===== config.mk =====
export PLATFORM = sky130hd
export DESIGN_NAME = opdec_exec
export DESIGN_NICKNAME = d
export VERILOG_FILES = /design/src/include/opdec_pkg.sv /design/src/hw/port_select.sv /design/src/hw/opdec_exec.sv
export VERILOG_INCLUDE_DIRS = /design/src /design/src/include
export SDC_FILE = /design/constraint.sdc
export NUM_CORES = 1
export LEC_CHECK = 0
export ABC_AREA = 0
export ABC_CLOCK_PERIOD_IN_PS = 850
export BUFFER_PORTS_ARGS = -buffer_cell sky130_fd_sc_hd__buf_2
export CAP_MARGIN = 5
export CORE_MARGIN = 2
export CORE_UTILIZATION = 37
export DETAILED_ROUTE_END_ITERATION = 6
export PLACE_DENSITY = 0.73
export SYNTH_ARGS = -nofsm -noshare
export SYNTH_HDL_FRONTEND = slang
export SYNTH_SLANG_ARGS = --single-unit
export TNS_END_PERCENT = 1

===== constraint.sdc =====
create_clock -name sys_clk -period 0.85 [get_ports sys_clk]
set_input_delay 0.1275 -clock sys_clk [delete_from_list [all_inputs] [get_ports sys_clk]]
set_output_delay 0.1275 -clock sys_clk [all_outputs]
set_load 0.05 [all_outputs]

===== src/include/opdec_map.svh =====
/*
 * Opcodes, reset values and widths for the interrupt control, watchdog
 * arm, power-down arm and port input execution logic.
 * Assumes a 10-bit instruction word from the fetch path.
 */
`ifndef OPDEC_MAP_SVH
`define OPDEC_MAP_SVH
`define OP_IRQ_DISABLE     10'h004
`define OP_IRQ_ENABLE      10'h005
`define OP_WDT_STOP_ARM    10'h29c
`define OP_PD_ARM          10'h05b
`define OP_PD              10'h002
`define OP_DEEP_PD         10'h008
`define OP_PORT_ZERO_RD    10'h260
`define OP_PORT_ONE_RD     10'h261
`define OP_PORT_TWO_RD     10'h262
`define OP_PORT_THREE_RD   10'h263
`define IRQ_EN_RST         1'b0
`define ACC_RST            4'h0
`define ARM_RST            1'b0
`define PULSE_RST          1'b0
`endif


===== src/include/opdec_pkg.sv =====
/*
 * Types shared by the execution logic.
 * Assumes nothing of its surroundings.
 */
package opdec_pkg;
    typedef enum logic [2:0] {
        IRQ_IDLE    = 3'b001,
        IRQ_PEND_EN = 3'b010,
        IRQ_PEND_DI = 3'b100
    } irq_state_t;
endpackage : opdec_pkg


===== src/hw/port_select.sv =====
/*
 * Selects one of four 4-bit input ports by index.
 * Assumes port levels are synchronous to the clock.
 */
`timescale 1ns/1ps
`default_nettype none
module port_select #(
    parameter int W = 4
) (
    input  wire logic [W-1:0] port_zero,
    input  wire logic [W-1:0] port_one,
    input  wire logic [W-1:0] port_two,
    input  wire logic [W-1:0] port_three,
    input  wire logic [1:0]   sel,
    output logic      [W-1:0] data
);
    always_comb begin
        case (sel)
            2'h0: data = port_zero;
            2'h1: data = port_one;
            2'h2: data = port_two;
            default: data = port_three;
        endcase
    end
endmodule : port_select
`default_nettype wire


===== src/hw/opdec_exec.sv =====
/*
 * Execution logic for interrupt enable/disable, watchdog stop arming,
 * power-down validation and port 0..3 reads into the accumulator.
 * The watchdog stop itself, the power-down sequence and the interrupt
 * sources sit outside; this file only arms, pulses and flags them.
 * Opcodes that are not decoded here pass through with no effect.
 * Assumes one instruction per sys_clk edge when instr_valid is high, i.e.
 * sys_clk is the machine-cycle clock, and synchronous port levels.
 */
// Summary of operation
// - Disable op clears global interrupt enable flag.
// - Disable takes effect one machine cycle later.
// - Enable op sets global interrupt enable flag.
// - Enable takes effect one machine cycle later.
// - Watchdog stop arm op permits later watchdog stop.
// - Power-down arm validates the two power-down ops.
// - Port zero read loads accumulator, carry kept.
// - Port one read loads accumulator, carry kept.
// - Port two read loads accumulator, carry kept.
// - Port three read loads accumulator, carry kept.
`include "opdec_map.svh"
`timescale 1ns/1ps
`default_nettype none
module opdec_exec #(
    parameter int W = 4
) (
    input  wire logic         sys_clk,
    input  wire logic         sys_rst,
    input  wire logic         instr_valid,
    input  wire logic [9:0]   instr_word,
    input  wire logic [W-1:0] port_zero,
    input  wire logic [W-1:0] port_one,
    input  wire logic [W-1:0] port_two,
    input  wire logic [W-1:0] port_three,
    input  wire logic         wdt_stop_req,
    output logic              global_irq_enable_flag,
    output logic              wdt_stop_armed,
    output logic              wdt_stop,
    output logic              powerdown_armed,
    output logic              powerdown_go,
    output logic              deep_powerdown_go,
    output logic [W-1:0]      acc,
    output logic              acc_load,
    output logic              skip,
    output logic              carry_write
);
    localparam int NPORT = 4;
    // Read opcodes packed in port order, so a hit index is the port number.
    localparam logic [NPORT-1:0][9:0] PORT_RD_OP = {
        `OP_PORT_THREE_RD,
        `OP_PORT_TWO_RD,
        `OP_PORT_ONE_RD,
        `OP_PORT_ZERO_RD
    };

    opdec_pkg::irq_state_t irq_state_r;
    logic                  irq_en_r;
    logic                  wdt_arm_r;
    logic                  pd_arm_r;
    logic                  pd_go_r;
    logic                  dpd_go_r;
    logic [W-1:0]          acc_r;
    logic                  acc_load_r;

    logic [W-1:0]          port_data;
    logic [NPORT-1:0]      port_rd_hit;
    logic [1:0]            port_idx;
    logic                  is_di;
    logic                  is_ei;
    logic                  is_wdt_arm;
    logic                  is_pd_arm;
    logic                  is_pd;
    logic                  is_dpd;
    logic                  is_port_rd;

    // Every decode is gated by instr_valid, so a bubble never acts.
    assign is_di      = instr_valid
                        && (instr_word == `OP_IRQ_DISABLE);
    assign is_ei      = instr_valid
                        && (instr_word == `OP_IRQ_ENABLE);
    assign is_wdt_arm = instr_valid
                        && (instr_word == `OP_WDT_STOP_ARM);
    assign is_pd_arm  = instr_valid
                        && (instr_word == `OP_PD_ARM);
    assign is_pd      = instr_valid
                        && (instr_word == `OP_PD);
    assign is_dpd     = instr_valid
                        && (instr_word == `OP_DEEP_PD);

    generate
        for (genvar g = 0; g < NPORT; g++) begin : g_port_rd
            assign port_rd_hit[g] = instr_valid
                                    && (instr_word == PORT_RD_OP[g]);
        end
    endgenerate

    assign is_port_rd = |port_rd_hit;

    always_comb begin
        port_idx = 2'h0;
        if (port_rd_hit[1]) begin
            port_idx = 2'h1;
        end else if (port_rd_hit[2]) begin
            port_idx = 2'h2;
        end else if (port_rd_hit[3]) begin
            port_idx = 2'h3;
        end
    end

    port_select #(.W(W)) u_sel (
        .port_zero  (port_zero),
        .port_one   (port_one),
        .port_two   (port_two),
        .port_three (port_three),
        .sel        (port_idx),
        .data       (port_data)
    );

    // The new flag value lands one machine cycle after the instruction,
    // so the instruction following the change still runs unaffected.
    always_ff @(posedge sys_clk or posedge sys_rst) begin
        if (sys_rst) begin
            irq_state_r <= opdec_pkg::IRQ_IDLE;
        end else if (is_ei) begin
            irq_state_r <= opdec_pkg::IRQ_PEND_EN;
        end else if (is_di) begin
            irq_state_r <= opdec_pkg::IRQ_PEND_DI;
        end else begin
            irq_state_r <= opdec_pkg::IRQ_IDLE;
        end
    end

    always_ff @(posedge sys_clk or posedge sys_rst) begin
        if (sys_rst) begin
            irq_en_r <= `IRQ_EN_RST;
        end else begin
            case (irq_state_r)
                opdec_pkg::IRQ_PEND_EN: begin
                    irq_en_r <= 1'b1;
                end
                opdec_pkg::IRQ_PEND_DI: begin
                    irq_en_r <= 1'b0;
                end
                opdec_pkg::IRQ_IDLE: begin
                    irq_en_r <= irq_en_r;
                end
                default: begin
                    irq_en_r <= irq_en_r;
                end
            endcase
        end
    end

    // Arming is sticky until reset; there is no instruction to disarm.
    always_ff @(posedge sys_clk or posedge sys_rst) begin
        if (sys_rst) begin
            wdt_arm_r <= `ARM_RST;
        end else if (is_wdt_arm) begin
            wdt_arm_r <= 1'b1;
        end else begin
            wdt_arm_r <= wdt_arm_r;
        end
    end

    always_ff @(posedge sys_clk or posedge sys_rst) begin
        if (sys_rst) begin
            pd_arm_r <= `ARM_RST;
        end else if (is_pd_arm) begin
            pd_arm_r <= 1'b1;
        end else begin
            pd_arm_r <= pd_arm_r;
        end
    end

    // A power-down op seen before arming is dropped, not kept for later.
    always_ff @(posedge sys_clk or posedge sys_rst) begin
        if (sys_rst) begin
            pd_go_r <= `PULSE_RST;
        end else begin
            pd_go_r <= pd_arm_r && is_pd;
        end
    end

    always_ff @(posedge sys_clk or posedge sys_rst) begin
        if (sys_rst) begin
            dpd_go_r <= `PULSE_RST;
        end else begin
            dpd_go_r <= pd_arm_r && is_dpd;
        end
    end

    always_ff @(posedge sys_clk or posedge sys_rst) begin
        if (sys_rst) begin
            acc_load_r <= `PULSE_RST;
        end else begin
            acc_load_r <= is_port_rd;
        end
    end

    // The accumulator keeps its value between reads; carry is never written.
    always_ff @(posedge sys_clk or posedge sys_rst) begin
        if (sys_rst) begin
            acc_r <= `ACC_RST;
        end else if (is_port_rd) begin
            acc_r <= port_data;
        end else begin
            acc_r <= acc_r;
        end
    end

    assign global_irq_enable_flag = irq_en_r;
    assign wdt_stop_armed         = wdt_arm_r;
    assign wdt_stop               = wdt_arm_r && wdt_stop_req;
    assign powerdown_armed        = pd_arm_r;
    assign powerdown_go           = pd_go_r;
    assign deep_powerdown_go      = dpd_go_r;
    assign acc                    = acc_r;
    assign acc_load               = acc_load_r;
    assign skip                   = 1'b0;
    assign carry_write            = 1'b0;
endmodule : opdec_exec
`default_nettype wire


## Word-level counts from Yosys, hierarchy flattened

Cells that the tools add are included.

| storage, ports and cells | value |
|---|---|
| RAM bits | 0 |
| ROM bits | 0 |
| latch bits | 0 |
| word-level logic and storage cells | 45 |
| input port bits | 30 |
| memories | 0 |
| flip-flop bits (word level) | 13 |

| cells by class | value |
|---|---|
| reductions and logical operators | 16 |
| $mul | 0 |
| $lt $le $gt $ge | 0 |
| shift operators | 0 |
| equal/unequal tests | 14 |
| bitwise logic cells | 0 |
| divide/modulo/power cells | 0 |
| mux-type cells | 7 |
| $add $sub $neg | 0 |

Operators by type and width:

| cell | count |
|---|---|
| $eq 10x10->1 const B | 5 |
| $eq 10x3->1 const B | 2 |
| $logic_and 1x1->1 | 13 |
| $pmux 4 s3 | 1 |
| $eq 10x2->1 const B | 1 |
| $eq 10x4->1 const B | 1 |
| $eq 10x7->1 const B | 1 |
| $mux 2 | 3 |
| $mux 3 | 2 |
| $reduce_or 4->1 | 1 |
| $eq 3x2->1 const B | 1 |
| $eq 3x3->1 const B | 1 |
| $eq 2x1->1 const B | 1 |
| $eq 2x2->1 const B | 1 |
| $logic_not 2->1 | 1 |
| $pmux 1 s2 | 1 |
| $reduce_bool 2->1 | 1 |

## Longest topological paths before layout

| logic depth | value |
|---|---|
| word-level depth | 7 |
| mapped depth | 3 |
| depth with buffers taken out | 3 |

## Modules after synthesis

A second synthesis with hierarchy kept.

| second synthesis, totals | value |
|---|---|
| cell total of the unflattened synthesis | 54 |
| area, all modules | 708.2 µm² |

By module, submodules not included:

| module | sequential area each (µm²) | times used | cells an instance | area each (µm²) |
|---|---|---|---|---|
| opdec_exec | 326.6 | 1 | 50 | 603.1 |
| port_select | 0.0 | 1 | 4 | 105.1 |

## Worst setup path before layout

No wires, ideal clock.

| path | value |
|---|---|
| path type | reg2out |
| start | reg wdt_arm_r (netlist: wdt_stop_armed) |
| end | out wdt_stop |
| path slack | -0.396 ns |
| stages on the path, launching flop included | 2 |
| required time | 0.722 ns |
| data arrival time | 1.118 ns |
| cells stage by stage | dfrtp_1 and2_1 |

| between the ends | value |
|---|---|
| word-level cells in the longest chain between the ends | 1 |

Ends and longest elaborated chain:

| what | RTL line | RTL |
|---|---|---|
| start, declared | opdec_exec.sv:58 | `logic wdt_arm_r;` |
| start signal, assigned | opdec_exec.sv:157 | `` wdt_arm_r <= `ARM_RST; `` |
| start signal, assigned | opdec_exec.sv:161 | `wdt_arm_r <= wdt_arm_r;` |
| $logic_and 1x1->1 | opdec_exec.sv:213 | `assign wdt_stop = wdt_arm_r && wdt_stop_req;` |
| end, declared | opdec_exec.sv:38 | `output logic wdt_stop,` |

Every way passes these cells.

## Worst setup path after layout

| path | value |
|---|---|
| start | reg wdt_arm_r (netlist: wdt_stop_armed) |
| end | out wdt_stop_armed |

RTL lines:

| what | RTL line | RTL |
|---|---|---|
| end, declared | opdec_exec.sv:37 | `output logic wdt_stop_armed,` |

No word-level cell between the ends.

==> results.sh <==
export IMPL_status="finished with violations"
export IMPL_violations="negative setup slack"
export IMPL_min_delay_path_class="in2reg"
export IMPL_dp_hpwl_um=1345
export IMPL_drt_iter0_drc=10
export IMPL_cp_arrival_ns=0.94
export IMPL_synth_top_area_frac=0.4324
export IMPL_cp_end_kind="primary output"
export IMPL_clock_sinks=13
export IMPL_first_global_vias=636
export IMPL_grt_max_degree=8
export IMPL_drtPass1Iterations=4
export IMPL_ys_seq_area_frac=0.4703
export IMPL_cp_start_kind="register"
export IMPL_switchingPower_w=0.0003534
export IMPL_clock_root_buffer="clkbuf_4"
export IMPL_die_y_um=47.32
export IMPL_drive_above_1_share=0.6140
export IMPL_power_frac_clock=0.271
export IMPL_synth_cell_types=24
export IMPL_finalClockSkew_ns=0.0001737
export IMPL_drc=0
export IMPL_area_growth_synth_to_final_pct=60.36
export IMPL_fin_cells=139
export IMPL_clk_pin_slew_ns=0.07
export IMPL_numCtsBuffers=3
export IMPL_syn_inst=61
export IMPL_grtUsageTotal=0.1703
export IMPL_irDropWorstVdd_mv=0.6829
export IMPL_wl_per_cell_um=12.35
export IMPL_synth_area_um2=694.4
export IMPL_setup_viol=17
export IMPL_layout_min_cycle_time_ns=1.072
export IMPL_synth_common_cells="12 x dfrtp_1, 5 x nand4_1, 5 x nor3_1"
export IMPL_synth_edf_count=0
export IMPL_gp_congestion=0.7581
export IMPL_num_antenna_cells=0
export IMPL_ys_ff_latch=13
export IMPL_critical_path_class="reg2out"
export IMPL_cts_buffer_depth=2
export IMPL_rsz0062_at_grt="yes"
export IMPL_vias=662
export IMPL_ys_flop_type="dfrtp_1"
export IMPL_postLayoutCoreUtil=0.6380
export IMPL_cts_tree="yes"
export IMPL_post_place_cells=134
export IMPL_clkLatencyLatePin_ns=0.26
export IMPL_layout_setup_ws_ns=-0.2216
export IMPL_p_leak_nw=0.5572
export IMPL_power_frac_comb=0.245
export IMPL_htreeDepth=1
export IMPL_drtAntennaViolNets=0
export IMPL_antenna_found_initial=0
export IMPL_ys_warn_count=0
export IMPL_io_pins=43
export IMPL_worstPathMaxFanout=2
export IMPL_crit_required_ns=0.72
export IMPL_synthTopCellsByArea="dfrtp_1 43%, mux4_2 13%, mux2_2 6.5%, nand4_1 4.5%, dfstp_2 3.8%"
export IMPL_cap_violations=0
export IMPL_overflow=0
export IMPL_synth_area_per_cell_um2=11.38
export IMPL_start_util=0.3978
export IMPL_wirelength_um=1717
export IMPL_synth_most_common_cell="dfrtp_1"
export IMPL_clock_fmax_mhz=933.2
export IMPL_power_frac_seq=0.484
export IMPL_nNetsFinal=145
export IMPL_tns_ns=-1.806
export IMPL_die_x_um=47.32
export IMPL_switching_share=0.2667
export IMPL_yosysTopAreaCell="dfrtp_1"
export IMPL_nFillCells=148
export IMPL_final_max_slew_viol_count=0
export IMPL_p_int_w=0.0009717
export IMPL_cts_setup_buffers=0
export IMPL_rows=15
export IMPL_viasPerCell=4.763
export IMPL_power_density_nw_per_um2=1190
export IMPL_portBuffers=40
export IMPL_finalHoldViolations=0
export IMPL_min_period_over_period=1.261
export IMPL_core_um2=1745
export IMPL_async_flop_share=1.000
export IMPL_dieArea_um2=2239
export IMPL_grt_pass1_wl_um=2580
cells by family (layout without fill, tap and decap cells):
logic type	after synthesis	count (layout)	synth area share
flip-flops	13	13	0.4703
AO/OA/AOI/OAI	4	4	0.03964
AND/OR/NAND/NOR	27	27	0.2252
buffers and inverters	8	60	0.06485
multiplexers	8	8	0.1946
other	1	2	0.005400
per-stage QoR:
stage          hold slack (ns)  power [W]  cell area, um^2  worst slack [ns]
2_1_floorplan         0.003676  0.0008214            710.7           -0.2323
3_3_place_gp           0.05308  0.0009374            984.7           -0.3799
3_5_place_dp           0.06025  0.0009453            984.7           -0.3999
4_1_cts                 0.1045   0.001337             1097           -0.2378
5_1_grt                 0.1162   0.001413             1114           -0.2651
6_report                0.1146   0.001325             1114           -0.2216
sequential cells by signal (all words and copies together), names as in the netlist:
signal / cells
acc: 4
acc_load: 1
deep_powerdown_go: 1
global_irq_enable_flag: 1
irq_state_r: 3
powerdown_armed: 1
powerdown_go: 1
wdt_stop_armed: 1
worst paths after layout:
| path | start | to | slack, ns | cells after the start |
|---|---|---|---|---|
| max in group asynchronous | sys_rst | acc[2] | 0.12 | 4 |
| worst max register to register | wdt_stop_armed | wdt_stop_armed | 0 | 2 |
| worst min-delay path | instr_word[5] | acc_load | 0.11 | 3 |
| worst max-delay path | wdt_stop_armed | wdt_stop_armed | -0.22 | 2 |
| min in group asynchronous | sys_rst | global_irq_enable_flag | 0.35 | 3 |
| worst min register to register | irq_state_r[1] | global_irq_enable_flag | 0.46 | 2 |
cell type report:
| cell class | instances | area (um^2) | area share |
|---|---|---|---|
| flip-flops and latches | 13 | 327.8 | 0.2944 |
| inverters | 4 | 15.01 | 0.01348 |
| repair buffers | 52 | 367.9 | 0.3303 |
| multi-input cells | 41 | 345.3 | 0.3101 |
| well taps | 25 | 31.28 | 0.02809 |
| clock buffers | 4 | 26.28 | 0.02360 |
metal layers:
metal / global-route usage / up-vias / wire [um]
met5: 0 / - / 0
met4: 0.08333 / 0 / 19
met3: 0.03462 / 2 / 115
met2: 0.2892 / 27 / 940
met1: 0.2033 / 304 / 642
li1: - / 329 / -
power groups by stage:
| stage | clock network, W | logic, W | registers [W] |
|---|---|---|---|
| 2_1_floorplan | 0 | 0.000127 | 0.000695 |
| 3_3_place_gp | 0 | 0.000289 | 0.000649 |
| 3_5_place_dp | 0 | 0.000296 | 0.000649 |
| 4_1_cts | 0.000378 | 0.000319 | 0.000640 |
| 5_1_grt | 0.000419 | 0.000351 | 0.000643 |
| 6_report | 0.000360 | 0.000325 | 0.000641 |
repair_timing:
action | in CTS | in global routing
hold buffers | 1 | 0
hold endpoints to repair | 5 | 0
resized for setup | 26 | 3
setup endpoints to repair | 18 | 22
pin swaps | 2 | 0
cell usage in the layout (no fill, tap or decap), types with 2 or more instances in the layout:
cell type,count
buf_2,28
buf_4,12
buf_6,10
clkbuf_4,3
conb_1,2
dfrtp_1,11
inv_1,4
mux2_2,4
mux4_2,4
nand2_1,3
nand3_1,2
nand4_1,5
nor2_1,3
nor3_1,4
worst max-delay path, cell delays in order (launching register included):
cell	delay (ns)
dfrtp_2	0.40
buf_4	0.14
buf_6	0.14
No activity file was read; power rests on OpenSTA's default activity.
